### src/aim_bank_regs.svh
/*
  register indexes, reset values, field positions and masks of the converter configuration bank.
  assumes an AXI4-Lite slave with 32-bit data: byte address = 4 * index.
*/
`ifndef AIM_BANK_REGS_SVH
`define AIM_BANK_REGS_SVH

`define AIM_NUM_REGS        15
`define AIM_IDX_W           4
`define AIM_IDX_MUX_CTRL    4'h0
`define AIM_IDX_BIAS_EN     4'h1
`define AIM_IDX_REF_CAL     4'h2
`define AIM_IDX_GAIN_RATE   4'h3
`define AIM_IDX_OFS_LOW     4'h4
`define AIM_IDX_OFS_MID     4'h5
`define AIM_IDX_OFS_HIGH    4'h6
`define AIM_IDX_FS_LOW      4'h7
`define AIM_IDX_FS_MID      4'h8
`define AIM_IDX_FS_HIGH     4'h9
`define AIM_IDX_REV_CUR     4'ha
`define AIM_IDX_CUR_ROUTE   4'hb
`define AIM_IDX_PIO_CFG     4'hc
`define AIM_IDX_PIO_DIR     4'hd
`define AIM_IDX_PIO_VAL     4'he
`define AIM_IDX_LAST        4'he

`define AIM_RST_MUX_CTRL    8'h01
`define AIM_RST_FS_HIGH     8'h40
`define AIM_RST_ZERO        8'h00

`define AIM_BCS_MSB         7
`define AIM_BCS_LSB         6
`define AIM_PSEL_MSB        5
`define AIM_PSEL_LSB        3
`define AIM_NSEL_MSB        2
`define AIM_NSEL_LSB        0
`define AIM_CAL_MSB         2
`define AIM_CAL_LSB         0
`define AIM_CLOCK_SOURCE_FLAG_BIT     7
`define AIM_RDYMODE_BIT     3
`define AIM_REV_MSB         7
`define AIM_REV_LSB         4
`define AIM_CURRENT_MAGNITUDE_MSB        2
`define AIM_CURRENT_MAGNITUDE_LSB        0

`define AIM_WMASK_FULL      8'hff
`define AIM_WMASK_BIAS4     8'h0f
`define AIM_WMASK_TOP_RO    8'h7f
`define AIM_WMASK_LOW_NIB   8'h0f
`define AIM_CAL_NONE        3'h0

`define AIM_ADDR_IDX_MSB    5
`define AIM_ADDR_IDX_LSB    2
`define AIM_RESP_OKAY       2'h0
`define AIM_RESP_SLVERR     2'h2

`endif

### src/aim_pkg.sv
/*
  types shared by the configuration bank files.
  assumes nothing beyond a SystemVerilog compiler.
*/
package aim_pkg;

  typedef logic [7:0] aim_byte_t;

  // burnout source strength codes
  typedef enum logic [1:0] {
    aim_bcs_off,
    aim_bcs_low,
    aim_bcs_mid,
    aim_bcs_high
  } aim_bcs_t;

endpackage

### src/aim_regbus_if.sv
/*
  carrier between the AXI4-Lite slave and the register bank.
  assumes both ends sit on mclk_in; wr_en is a one-cycle pulse.
*/
`timescale 1ns/100ps
interface aim_regbus_if;
  logic              wr_en;
  logic [31:0]       wr_addr;
  aim_pkg::aim_byte_t wr_data;
  logic              wr_strb0;
  logic              wr_err;
  logic [31:0]       rd_addr;
  aim_pkg::aim_byte_t rd_data;
  logic              rd_err;

  modport slave (
    output wr_en, wr_addr, wr_data, wr_strb0, rd_addr,
    input  wr_err, rd_data, rd_err
  );
  modport bank (
    input  wr_en, wr_addr, wr_data, wr_strb0, rd_addr,
    output wr_err, rd_data, rd_err
  );
endinterface

### src/aim_axil_slave.sv
/*
  AXI4-Lite slave front end: holds address and data, issues one write pulse, answers.
  assumes the bank decodes combinationally in the same cycle.
*/
`timescale 1ns/100ps
`include "aim_bank_regs.svh"
module aim_axil_slave (
  // clock and reset
  input  wire logic        mclk_in,
  input  wire logic        rst_n_in,
  // axi write
  input  wire logic [31:0] awaddr_in,
  input  wire logic        awvalid_in,
  output logic             awready_out,
  input  wire logic [31:0] wdata_in,
  input  wire logic [3:0]  wstrb_in,
  input  wire logic        wvalid_in,
  output logic             wready_out,
  output logic [1:0]       bresp_out,
  output logic             bvalid_out,
  input  wire logic        bready_in,
  // axi read
  input  wire logic [31:0] araddr_in,
  input  wire logic        arvalid_in,
  output logic             arready_out,
  output logic [31:0]      rdata_out,
  output logic [1:0]       rresp_out,
  output logic             rvalid_out,
  input  wire logic        rready_in,
  // bank side
  aim_regbus_if.slave      bus
);
  logic        aw_held_ff, w_held_ff, ar_held_ff;
  logic [31:0] awaddr_ff, araddr_ff;
  logic [7:0]  wdata_ff;
  logic        wstrb0_ff;
  logic        aw_take, w_take, ar_take, do_wr, do_rd;
  logic        nxt_aw_held, nxt_w_held, nxt_ar_held, nxt_bvalid, nxt_rvalid;

  assign aw_take     = awvalid_in & awready_out;
  assign w_take      = wvalid_in & wready_out;
  assign ar_take     = arvalid_in & arready_out;
  // address and data may come in either order; answer waits for both
  assign do_wr       = aw_held_ff & w_held_ff & ~bvalid_out;
  assign do_rd       = ar_held_ff & ~rvalid_out;
  assign nxt_aw_held = (aw_held_ff & ~do_wr) | aw_take;
  assign nxt_w_held  = (w_held_ff & ~do_wr) | w_take;
  assign nxt_ar_held = (ar_held_ff & ~do_rd) | ar_take;
  assign nxt_bvalid  = (bvalid_out & ~bready_in) | do_wr;
  assign nxt_rvalid  = (rvalid_out & ~rready_in) | do_rd;

  assign bus.wr_en    = do_wr;
  assign bus.wr_addr  = awaddr_ff;
  assign bus.wr_data  = wdata_ff;
  assign bus.wr_strb0 = wstrb0_ff;
  assign bus.rd_addr  = araddr_ff;

  always_ff @(posedge mclk_in or negedge rst_n_in) begin
    if (!rst_n_in) begin
      aw_held_ff  <= 1'b0;
      w_held_ff   <= 1'b0;
      ar_held_ff  <= 1'b0;
      awaddr_ff   <= 32'h0;
      araddr_ff   <= 32'h0;
      wdata_ff    <= 8'h0;
      wstrb0_ff   <= 1'b0;
      awready_out <= 1'b0;
      wready_out  <= 1'b0;
      arready_out <= 1'b0;
      bvalid_out  <= 1'b0;
      rvalid_out  <= 1'b0;
      bresp_out   <= `AIM_RESP_OKAY;
      rresp_out   <= `AIM_RESP_OKAY;
      rdata_out   <= 32'h0;
    end else begin
      aw_held_ff  <= nxt_aw_held;
      w_held_ff   <= nxt_w_held;
      ar_held_ff  <= nxt_ar_held;
      if (aw_take) awaddr_ff <= awaddr_in;
      if (ar_take) araddr_ff <= araddr_in;
      if (w_take) wdata_ff <= wdata_in[7:0];
      if (w_take) wstrb0_ff <= wstrb_in[0];
      awready_out <= ~nxt_aw_held;
      wready_out  <= ~nxt_w_held;
      arready_out <= ~nxt_ar_held;
      bvalid_out  <= nxt_bvalid;
      rvalid_out  <= nxt_rvalid;
      if (do_wr) bresp_out <= bus.wr_err ? `AIM_RESP_SLVERR : `AIM_RESP_OKAY;
      if (do_rd) rresp_out <= bus.rd_err ? `AIM_RESP_SLVERR : `AIM_RESP_OKAY;
      if (do_rd) rdata_out <= {24'h0, bus.rd_data};
    end
  end
endmodule // aim_axil_slave

### src/aim_mux_cfg_regs.sv
/*
  configuration register bank of a sensor converter front end: channel multiplexer,
  burnout source, mid-supply bias, calibration and pin setup, reached over AXI4-Lite.
  assumes converter data, ready and shift status come from logic on mclk_in;
  the clock source flag comes from another domain.
*/
// Chosen here: the AXI4-Lite slave port.
`timescale 1ns/100ps
`include "aim_bank_regs.svh"
// Contract
// (RULE1) burnout code 00 turns source off; 01, 10, 11 select three strengths.
// (RULE2) positive select bits 5:3 route input N to positive side, reset 000.
// (RULE3) negative select bits 2:0 route input N to negative side, reset 001.
// (RULE4) codes for inputs 4 to 7 only honoured on eight-input variant.
// (RULE5) multiplexer control register at index 00h, resets to 01h.
// (RULE6) calibration setting or bias enables override the chosen input pair; here only calibration blanks the routes.
// (RULE7) bias bit N high applies mid-supply bias to input N; default off.
// (RULE8) four-input variant: bias bits 7:4 read zero, software writes zeros.
// (RULE9) bias enable register at index 01h, resets to 00h.
// (RULE10) ready mode bit lets data pin also show ready; dedicated pin always does.
// (RULE11) writes to read-only or reserved bits ignored; they read fixed values. Clock source flag bit reads the live synchronised flag instead.
module aim_mux_cfg_regs #(
  parameter bit         EIGHT_INPUTS = 1'b1,
  // arbitrary revision value
  parameter logic [3:0] REVISION_ID  = 4'h5
) (
  // clock and reset
  input  wire logic        mclk_in,
  input  wire logic        rst_n_in,
  // axi write
  input  wire logic [31:0] s_axi_awaddr_in,
  input  wire logic        s_axi_awvalid_in,
  output logic             s_axi_awready_out,
  input  wire logic [31:0] s_axi_wdata_in,
  input  wire logic [3:0]  s_axi_wstrb_in,
  input  wire logic        s_axi_wvalid_in,
  output logic             s_axi_wready_out,
  output logic [1:0]       s_axi_bresp_out,
  output logic             s_axi_bvalid_out,
  input  wire logic        s_axi_bready_in,
  // axi read
  input  wire logic [31:0] s_axi_araddr_in,
  input  wire logic        s_axi_arvalid_in,
  output logic             s_axi_arready_out,
  output logic [31:0]      s_axi_rdata_out,
  output logic [1:0]       s_axi_rresp_out,
  output logic             s_axi_rvalid_out,
  input  wire logic        s_axi_rready_in,
  // converter status
  input  wire logic        clock_source_flag_in,
  input  wire logic        conv_data_in,
  input  wire logic        conv_ready_n_in,
  input  wire logic        conv_shift_in,
  // serial pins
  output logic             data_out_ready_pin_out,
  output logic             ready_n_pin_out,
  // analog front end control
  output logic [1:0]       burnout_current_select_out,
  output logic             burnout_source_on_out,
  output logic [7:0]       positive_route_out,
  output logic [7:0]       negative_route_out,
  output logic             channel_unsupported_out,
  output logic [7:0]       bias_enable_out,
  output logic [2:0]       calibration_mux_setting_out,
  output logic             pair_overridden_out,
  output logic [3:0]       reference_ctrl_out,
  output logic [6:0]       gain_and_rate_out,
  output logic [23:0]      offset_coef_out,
  output logic [23:0]      fullscale_coef_out,
  output logic [2:0]       current_magnitude_out,
  output logic [7:0]       current_routing_out,
  output logic [7:0]       pin_io_config_out,
  output logic [7:0]       pin_io_direction_out,
  output logic [7:0]       pin_io_value_out
);
  aim_regbus_if bus ();

  aim_axil_slave u_slave (
    .mclk_in     (mclk_in),
    .rst_n_in    (rst_n_in),
    .awaddr_in   (s_axi_awaddr_in),
    .awvalid_in  (s_axi_awvalid_in),
    .awready_out (s_axi_awready_out),
    .wdata_in    (s_axi_wdata_in),
    .wstrb_in    (s_axi_wstrb_in),
    .wvalid_in   (s_axi_wvalid_in),
    .wready_out  (s_axi_wready_out),
    .bresp_out   (s_axi_bresp_out),
    .bvalid_out  (s_axi_bvalid_out),
    .bready_in   (s_axi_bready_in),
    .araddr_in   (s_axi_araddr_in),
    .arvalid_in  (s_axi_arvalid_in),
    .arready_out (s_axi_arready_out),
    .rdata_out   (s_axi_rdata_out),
    .rresp_out   (s_axi_rresp_out),
    .rvalid_out  (s_axi_rvalid_out),
    .rready_in   (s_axi_rready_in),
    .bus         (bus)
  );

  // writable bits of each register
  function automatic aim_pkg::aim_byte_t wmask(input logic [`AIM_IDX_W-1:0] idx);
    case (idx)
      `AIM_IDX_BIAS_EN:   wmask = EIGHT_INPUTS ? `AIM_WMASK_FULL : `AIM_WMASK_BIAS4;
      `AIM_IDX_REF_CAL:   wmask = `AIM_WMASK_TOP_RO;
      `AIM_IDX_GAIN_RATE: wmask = `AIM_WMASK_TOP_RO;
      `AIM_IDX_REV_CUR:   wmask = `AIM_WMASK_LOW_NIB;
      default:            wmask = `AIM_WMASK_FULL;
    endcase
  endfunction

  function automatic aim_pkg::aim_byte_t rstval(input logic [`AIM_IDX_W-1:0] idx);
    case (idx)
      `AIM_IDX_MUX_CTRL: rstval = `AIM_RST_MUX_CTRL;
      `AIM_IDX_FS_HIGH:  rstval = `AIM_RST_FS_HIGH;
      default:           rstval = `AIM_RST_ZERO;
    endcase
  endfunction

  function automatic logic addr_ok(input logic [31:0] addr);
    addr_ok = (addr[31:`AIM_ADDR_IDX_MSB+1] == '0)
              && (addr[`AIM_ADDR_IDX_MSB:`AIM_ADDR_IDX_LSB] <= `AIM_IDX_LAST);
  endfunction

  // one-hot route of a select code, empty when not honoured
  function automatic logic [7:0] route(input logic [2:0] code, input logic blocked);
    if (blocked || (!EIGHT_INPUTS && code[2])) begin
      route = 8'h00;
    end else begin
      route = 8'h01 << code;
    end
  endfunction

  // register storage and bus decode
  aim_pkg::aim_byte_t regs_ff [`AIM_NUM_REGS];
  logic [`AIM_IDX_W-1:0] wr_idx;
  logic [`AIM_IDX_W-1:0] rd_idx;
  logic                  wr_ok;
  logic                  wr_hit;
  aim_pkg::aim_byte_t    wr_mask;
  aim_pkg::aim_byte_t    nxt_wr_value;
  aim_pkg::aim_byte_t    rd_overlay;
  aim_pkg::aim_byte_t    rd_value;

  assign wr_idx       = bus.wr_addr[`AIM_ADDR_IDX_MSB:`AIM_ADDR_IDX_LSB];
  assign rd_idx       = bus.rd_addr[`AIM_ADDR_IDX_MSB:`AIM_ADDR_IDX_LSB];
  assign wr_ok        = addr_ok(bus.wr_addr);
  // strobe lane 0 carries the whole register; other lanes are dropped
  assign wr_hit       = bus.wr_en & bus.wr_strb0 & wr_ok;
  assign wr_mask      = wmask(wr_idx);
  // read-only and reserved positions keep their stored fixed value (see RULE11)
  assign nxt_wr_value = (bus.wr_data & wr_mask) | (regs_ff[wr_idx] & ~wr_mask);
  assign bus.wr_err   = ~wr_ok;
  assign bus.rd_err   = ~addr_ok(bus.rd_addr);

  // clock source flag crosses from another domain
  logic clk_flag_meta_ff;
  logic clk_flag_ff;

  always_ff @(posedge mclk_in or negedge rst_n_in) begin
    if (!rst_n_in) begin
      clk_flag_meta_ff <= 1'b0;
      clk_flag_ff      <= 1'b0;
    end else begin
      clk_flag_meta_ff <= clock_source_flag_in;
      clk_flag_ff      <= clk_flag_meta_ff;
    end
  end

  // live clock flag and fixed revision merged into read-only bit positions (see RULE11)
  always_comb begin
    rd_overlay = 8'h00;
    case (rd_idx)
      `AIM_IDX_REF_CAL: rd_overlay[`AIM_CLOCK_SOURCE_FLAG_BIT] = clk_flag_ff;
      `AIM_IDX_REV_CUR: rd_overlay[`AIM_REV_MSB:`AIM_REV_LSB] = REVISION_ID;
      default:          rd_overlay = 8'h00;
    endcase
  end

  assign rd_value    = bus.rd_err ? 8'h00 : (regs_ff[rd_idx] | rd_overlay);
  assign bus.rd_data = rd_value;

  // reset values: mux control 01h, bias 00h, full-scale high 40h (see RULE5) (see RULE9)
  always_ff @(posedge mclk_in or negedge rst_n_in) begin
    if (!rst_n_in) begin
      for (int i = 0; i < `AIM_NUM_REGS; i++) begin
        regs_ff[i] <= rstval(i[`AIM_IDX_W-1:0]);
      end
    end else if (wr_hit) begin
      regs_ff[wr_idx] <= nxt_wr_value;
    end
  end

  // field views
  aim_pkg::aim_bcs_t bcs_code;
  logic [2:0]        pos_sel;
  logic [2:0]        neg_sel;
  logic [2:0]        cal_sel;
  logic              cal_active;
  logic              ready_mode;
  aim_pkg::aim_byte_t bias_bits;

  assign bcs_code   = aim_pkg::aim_bcs_t'(regs_ff[`AIM_IDX_MUX_CTRL][`AIM_BCS_MSB:`AIM_BCS_LSB]);
  assign pos_sel    = regs_ff[`AIM_IDX_MUX_CTRL][`AIM_PSEL_MSB:`AIM_PSEL_LSB];
  assign neg_sel    = regs_ff[`AIM_IDX_MUX_CTRL][`AIM_NSEL_MSB:`AIM_NSEL_LSB];
  assign cal_sel    = regs_ff[`AIM_IDX_REF_CAL][`AIM_CAL_MSB:`AIM_CAL_LSB];
  assign cal_active = (cal_sel != `AIM_CAL_NONE);
  assign ready_mode = regs_ff[`AIM_IDX_REV_CUR][`AIM_RDYMODE_BIT];
  // upper bias bits never store on the four-input variant (see RULE8)
  assign bias_bits  = regs_ff[`AIM_IDX_BIAS_EN];

  // decoded front end controls, registered
  logic [7:0] nxt_pos_route;
  logic [7:0] nxt_neg_route;
  logic       nxt_unsupported;
  logic       nxt_overridden;
  logic       nxt_burnout_on;
  logic       nxt_data_pin;

  assign nxt_pos_route   = route(pos_sel, cal_active); // see RULE2 see RULE6
  assign nxt_neg_route   = route(neg_sel, cal_active); // see RULE3 see RULE6
  // high codes on a four-input part connect nothing and raise a flag
  assign nxt_unsupported = !EIGHT_INPUTS && (pos_sel[2] || neg_sel[2]); // see RULE4
  // bias on an input takes that pin away from the plain differential pair
  assign nxt_overridden  = cal_active || (bias_bits != 8'h00); // see RULE6
  assign nxt_burnout_on  = (bcs_code != aim_pkg::aim_bcs_off); // see RULE1
  // ready shown on data pin only between shifts, so data bits stay clean
  assign nxt_data_pin    = (ready_mode && !conv_shift_in) ? conv_ready_n_in
                                                          : conv_data_in; // see RULE10

  always_ff @(posedge mclk_in or negedge rst_n_in) begin
    if (!rst_n_in) begin
      positive_route_out      <= 8'h00;
      negative_route_out      <= 8'h00;
      channel_unsupported_out <= 1'b0;
      pair_overridden_out     <= 1'b0;
      burnout_source_on_out   <= 1'b0;
      data_out_ready_pin_out  <= 1'b1;
      ready_n_pin_out         <= 1'b1;
    end else begin
      positive_route_out      <= nxt_pos_route;
      negative_route_out      <= nxt_neg_route;
      channel_unsupported_out <= nxt_unsupported;
      pair_overridden_out     <= nxt_overridden;
      burnout_source_on_out   <= nxt_burnout_on;
      data_out_ready_pin_out  <= nxt_data_pin;
      ready_n_pin_out         <= conv_ready_n_in; // see RULE10
    end
  end

  // plain register fields, taken straight from storage flip-flops
  assign burnout_current_select_out  = regs_ff[`AIM_IDX_MUX_CTRL][`AIM_BCS_MSB:`AIM_BCS_LSB]; // see RULE1
  assign bias_enable_out             = bias_bits; // see RULE7
  assign calibration_mux_setting_out = cal_sel;
  assign reference_ctrl_out          = regs_ff[`AIM_IDX_REF_CAL][6:3];
  assign gain_and_rate_out           = regs_ff[`AIM_IDX_GAIN_RATE][6:0];
  assign offset_coef_out             = {regs_ff[`AIM_IDX_OFS_HIGH],
                                        regs_ff[`AIM_IDX_OFS_MID],
                                        regs_ff[`AIM_IDX_OFS_LOW]};
  assign fullscale_coef_out          = {regs_ff[`AIM_IDX_FS_HIGH],
                                        regs_ff[`AIM_IDX_FS_MID],
                                        regs_ff[`AIM_IDX_FS_LOW]};
  assign current_magnitude_out       = regs_ff[`AIM_IDX_REV_CUR][`AIM_CURRENT_MAGNITUDE_MSB:`AIM_CURRENT_MAGNITUDE_LSB];
  assign current_routing_out         = regs_ff[`AIM_IDX_CUR_ROUTE];
  assign pin_io_config_out           = regs_ff[`AIM_IDX_PIO_CFG];
  assign pin_io_direction_out        = regs_ff[`AIM_IDX_PIO_DIR];
  assign pin_io_value_out            = regs_ff[`AIM_IDX_PIO_VAL];

endmodule // aim_mux_cfg_regs

### config.mk
export PLATFORM = sky130hd
export DESIGN_NAME = aim_mux_cfg_regs
export DESIGN_NICKNAME = d
export VERILOG_FILES = /design/src/aim_pkg.sv /design/src/aim_regbus_if.sv /design/src/aim_axil_slave.sv /design/src/aim_mux_cfg_regs.sv
export VERILOG_INCLUDE_DIRS = /design/src
export SDC_FILE = /design/constraint.sdc
export NUM_CORES = 1
export LEC_CHECK = 0
export BUFFER_PORTS_ARGS = -buffer_cell sky130_fd_sc_hd__buf_2
export CORE_MARGIN = 2
export CORE_UTILIZATION = 50
export DETAILED_ROUTE_END_ITERATION = 8
export GPL_TIMING_DRIVEN = 0
export PLACE_DENSITY_LB_ADDON = 0.2
export SLEW_MARGIN = 20
export SYNTH_ARGS = -nofsm -noshare
export SYNTH_HDL_FRONTEND = slang
export SYNTH_HIERARCHICAL = 1
export SYNTH_SLANG_ARGS = --single-unit
### constraint.sdc
create_clock -name mclk_in -period 6.7 [get_ports mclk_in]
set_clock_uncertainty 0.1 [all_clocks]
set_input_delay 1.34 -clock mclk_in [delete_from_list [all_inputs] [get_ports mclk_in]]
set_output_delay 1.34 -clock mclk_in [all_outputs]
set_load 0.02 [all_outputs]
==> out/qor.txt <==
DETAILED ROUTING
------------------------------------------------------------------------------------
Total number of vias ..................................................         7177
Final Routed Wirelength ...............................................     26100 um
Via density per instance ..............................................         5.11
# DRC .................................................................            0
Avg WL per Cell .......................................................      18.5 um
Final antenna-violating net count .....................................            0
Initial DRT Pass Iterations ...........................................            5
Number of DRC markers in iteration 0 ..................................          288

FINISH
------------------------------------------------------------------------------------
Count of inserted antenna diode cells .................................            0
Final net count .......................................................         1215
Utilization after layout ..............................................        0.611
Count of non-filler cells in the finished layout ......................         1405
Filler instances ......................................................         1846
Fraction of layout cells with a size suffix above 1 ...................        0.583
Growth of design area from synthesis to finish ........................        21.3%

FLOORPLANNING
------------------------------------------------------------------------------------
Die outline area ......................................................  23800 sq um
Width of the chip .....................................................       154 um
Y dimension of the die ................................................       154 um
Core ar. ..............................................................  22400 sq um
Cell Rows .............................................................           55
I/O pin cnt ...........................................................          280
Starting Density ......................................................        0.504

PWR
------------------------------------------------------------------------------------
Switching part of the total ...........................................        0.322
Net load switching power ..............................................      1.43 mW
Clock network power share .............................................        0.296
Share of total power in sequential cells ..............................        0.417
Static Leakage ........................................................      7.31 nW
Max rail drop VDD .....................................................   0.000255 V
Combinational Power Share .............................................        0.287
Internal Dissipation ..................................................      3.01 mW
Power per cell area ...................................................  324 nW/um^2

HOLD PATH
------------------------------------------------------------------------------------
HP Class .............................................................. register to register
Launch instance of the worst min-delay path ........................... clk_flag_meta_ff$_DFF_PN0_
Number of cells on the worst hold path ................................            0
Capture endpoint of the worst hold path ............................... clk_flag_ff$_DFF_PN0_

LOGIC SYNTHESIS
------------------------------------------------------------------------------------
Post-synthesis instance area ..........................................  11300 sq um
Cell count after synthesis ............................................          829
YS warnings ...........................................................            6
Synthesized area divided by synthesized cell count ....................   13.6 sq um

CRITICAL PATH
------------------------------------------------------------------------------------
Critical-path top delay cell .......................................... sky130_fd_sc_hd__clkbuf_1
Critical register-to-register path endpoint ........................... u_slave/rdata_out[5]$_DFFE_PN0P_
Worst path cell trace ................................................. clkbuf_1 -> clkbuf_1 -> clkbuf_1 -> nand3_1 -> o211ai_1 -> a21oi_1 -> mux2_2
Setup slack, reg-to-reg ...............................................      3.94 ns
Worst-case reg-to-reg path depth ......................................            7
Endpoint class of the critical path ...................................     register
CP max stage delay ....................................................      0.61 ns
Cell seen most often among critical-path stages ....................... sky130_fd_sc_hd__clkbuf_1
Crit path arrival time ................................................      3.06 ns
Highest fanout seen on the critical path ..............................           10
Endpoint required time on the critical path ...........................      6.99 ns
Worst r2r src ......................................................... u_slave/bus.rd_addr[5]$_DFFE_PN0P_
Top cell family by delay on the critical path ......................... buffers and inverters
Type of origin of the critical path ...................................     register
Critical path buffer and inverter count ...............................            3
Crit Path Category .................................................... register to register

RUN
------------------------------------------------------------------------------------
Max Cap Violations ....................................................            0

GRT
------------------------------------------------------------------------------------
Overall track demand over capacity in global routing ..................        0.218
Leftover overflow at the end of global routing ........................            0
Vias in the first global route ........................................         7245
Wire length of the first global-routing pass ..........................     40600 um
Initial antenna violation count .......................................            0
Maximum number of pins on one net before global-route repair ..........           90

CLOCKING
------------------------------------------------------------------------------------
CTS clk-pin slew, worst paths .........................................      0.06 ns
Post-cts gate resize count ............................................            0
Max H-tree Level ......................................................            1
Clock tree root driver cell ........................................... sky130_fd_sc_hd__clkbuf_16
Post-CTS setup buffers ................................................            0
TritonCTS clock tree ..................................................         done
Sinks on the clock net ................................................          229
Number of buffers inserted for hold repair after clock tree synthesis .            0
Inserted Clock Buffers ................................................           25
Maximum number of buffers from clock root to sink .....................            3
Skew-Pair Late Insertion Delay ........................................      0.52 ns

TIMING
------------------------------------------------------------------------------------
Unrepaired setup endpoints after global routing .......................        false
Ratio of final minimum period to clock period .........................        0.412
Final worst slack .....................................................      3.94 ns
Setup violators final .................................................            0
Final period demand of the worst path .................................      2.76 ns
Tightest slew margin relative to the limit ............................        0.369
Hold Violations, Final ................................................            0
Final hold slack ......................................................     0.241 ns
Final-report max-slew violation count .................................            0
Maximum clock frequency ...............................................      362 MHz
Final-layout setup total negative slack ...............................         0 ns
Actual slew at the worst max-slew pin .................................     0.947 ns

OUTCOME
------------------------------------------------------------------------------------
Outcome ...............................................................    completed

PLACE
------------------------------------------------------------------------------------
Final RePlAce weighted congestion .....................................        0.850
Number of port buffers ................................................          221
Placed Instances ......................................................         1362
Worst setup slack before clock tree synthesis .........................      3.99 ns
Dpl hpwl ..............................................................     19200 um

==> through the flow <==
stage               instance area (sq um)  total power [mW]
finish                              13700              4.44
global route                        13700              4.66
CTS                                 13700              4.48
detailed placement                  12900              3.15
global placement                    12900              3.12
floorplan                           11400              2.77
==> layout by cell type (no fill, tap or decap), drive strengths merged, types with 13 or more instances in the layout <==
master	instances
dfrtp	225
clkbuf	60
nor3	20
mux2i	28
buf	373
nand2	20
nor2	19
nor4	13
conb	27
nand3	17
mux2	200
==> worst register-to-register path, stage by stage (launching register included) <==
cell,delay [ns]
sky130_fd_sc_hd__dfrtp_1,0.35
sky130_fd_sc_hd__clkbuf_1,0.61
sky130_fd_sc_hd__clkbuf_1,0.49
sky130_fd_sc_hd__clkbuf_1,0.41
sky130_fd_sc_hd__nand3_1,0.14
sky130_fd_sc_hd__o211ai_1,0.13
sky130_fd_sc_hd__a21oi_1,0.12
sky130_fd_sc_hd__mux2_2,0.29
==> per-layer routing <==
metal	part of all wire	global-route usage
met1	0.43	0.294
met2	0.49	0.372
met3	0.059	0.0378
met4	0.020	0.0525
met5	0	0
==> state kept, by name, summed over array words and instances (netlist names), 6 cells and up <==
signal / cells
bias_enable_out: 8
gain_and_rate_out: 7
pin_io_value_out: 8
u_slave/bus.wr_data: 8
u_slave/bus.rd_addr: 30
current_routing_out: 8
regs_ff: 6
u_slave/bus.wr_addr: 30
pin_io_direction_out: 8
u_slave/rdata_out: 8
negative_route_out: 8
pin_io_config_out: 8
offset_coef_out: 24
fullscale_coef_out: 24
positive_route_out: 8
==> area by class of cell <==
| class | count | area [sq um] | share of cell area |
|---|---|---|---|
| well taps | 285 | 357 | 0.0260 |
| repair buffers | 223 | 1170 | 0.0855 |
| flip-flops and latches | 229 | 5740 | 0.419 |
| clock buffers | 35 | 713 | 0.0520 |
| multi-input cells | 444 | 4400 | 0.321 |
| clock inverters | 8 | 68.8 | 0.00502 |
| plain buffers | 175 | 1230 | 0.0900 |
| inverters | 6 | 22.5 | 0.00164 |
==> how the worst max path moves through the flow <==
stage / startpoint / endpoint / cells past startpoint
after floorplan: u_slave/bvalid_out$_DFF_PN0_ / pin_io_value_out[0]$_DFFE_PN0P_ / 7
after global placement: rst_n_in / u_slave/bus.rd_addr[16]$_DFFE_PN0P_ / 1
after detailed placement: u_slave/bus.rd_addr[5]$_DFFE_PN0P_ / u_slave/rdata_out[0]$_DFFE_PN0P_ / 7
after CTS: fullscale_coef_out[22]$_DFFE_PN1P_ / fullscale_coef_out[22] / 2
after global routing: u_slave/bus.rd_addr[5]$_DFFE_PN0P_ / u_slave/rdata_out[3]$_DFFE_PN0P_ / 7
final: u_slave/bus.rd_addr[5]$_DFFE_PN0P_ / u_slave/rdata_out[5]$_DFFE_PN0P_ / 7
==> power by group through the flow <==
stage          clock, mW  combinational, mW  sequential [mW]
2_1_floorplan          0              0.950             1.82
3_3_place_gp           0               1.25             1.87
3_5_place_dp           0               1.28             1.88
4_1_cts             1.34               1.28             1.86
5_1_grt             1.40               1.38             1.89
6_report            1.32               1.27             1.85
Note: power is estimated with default switching activity, not from simulation.
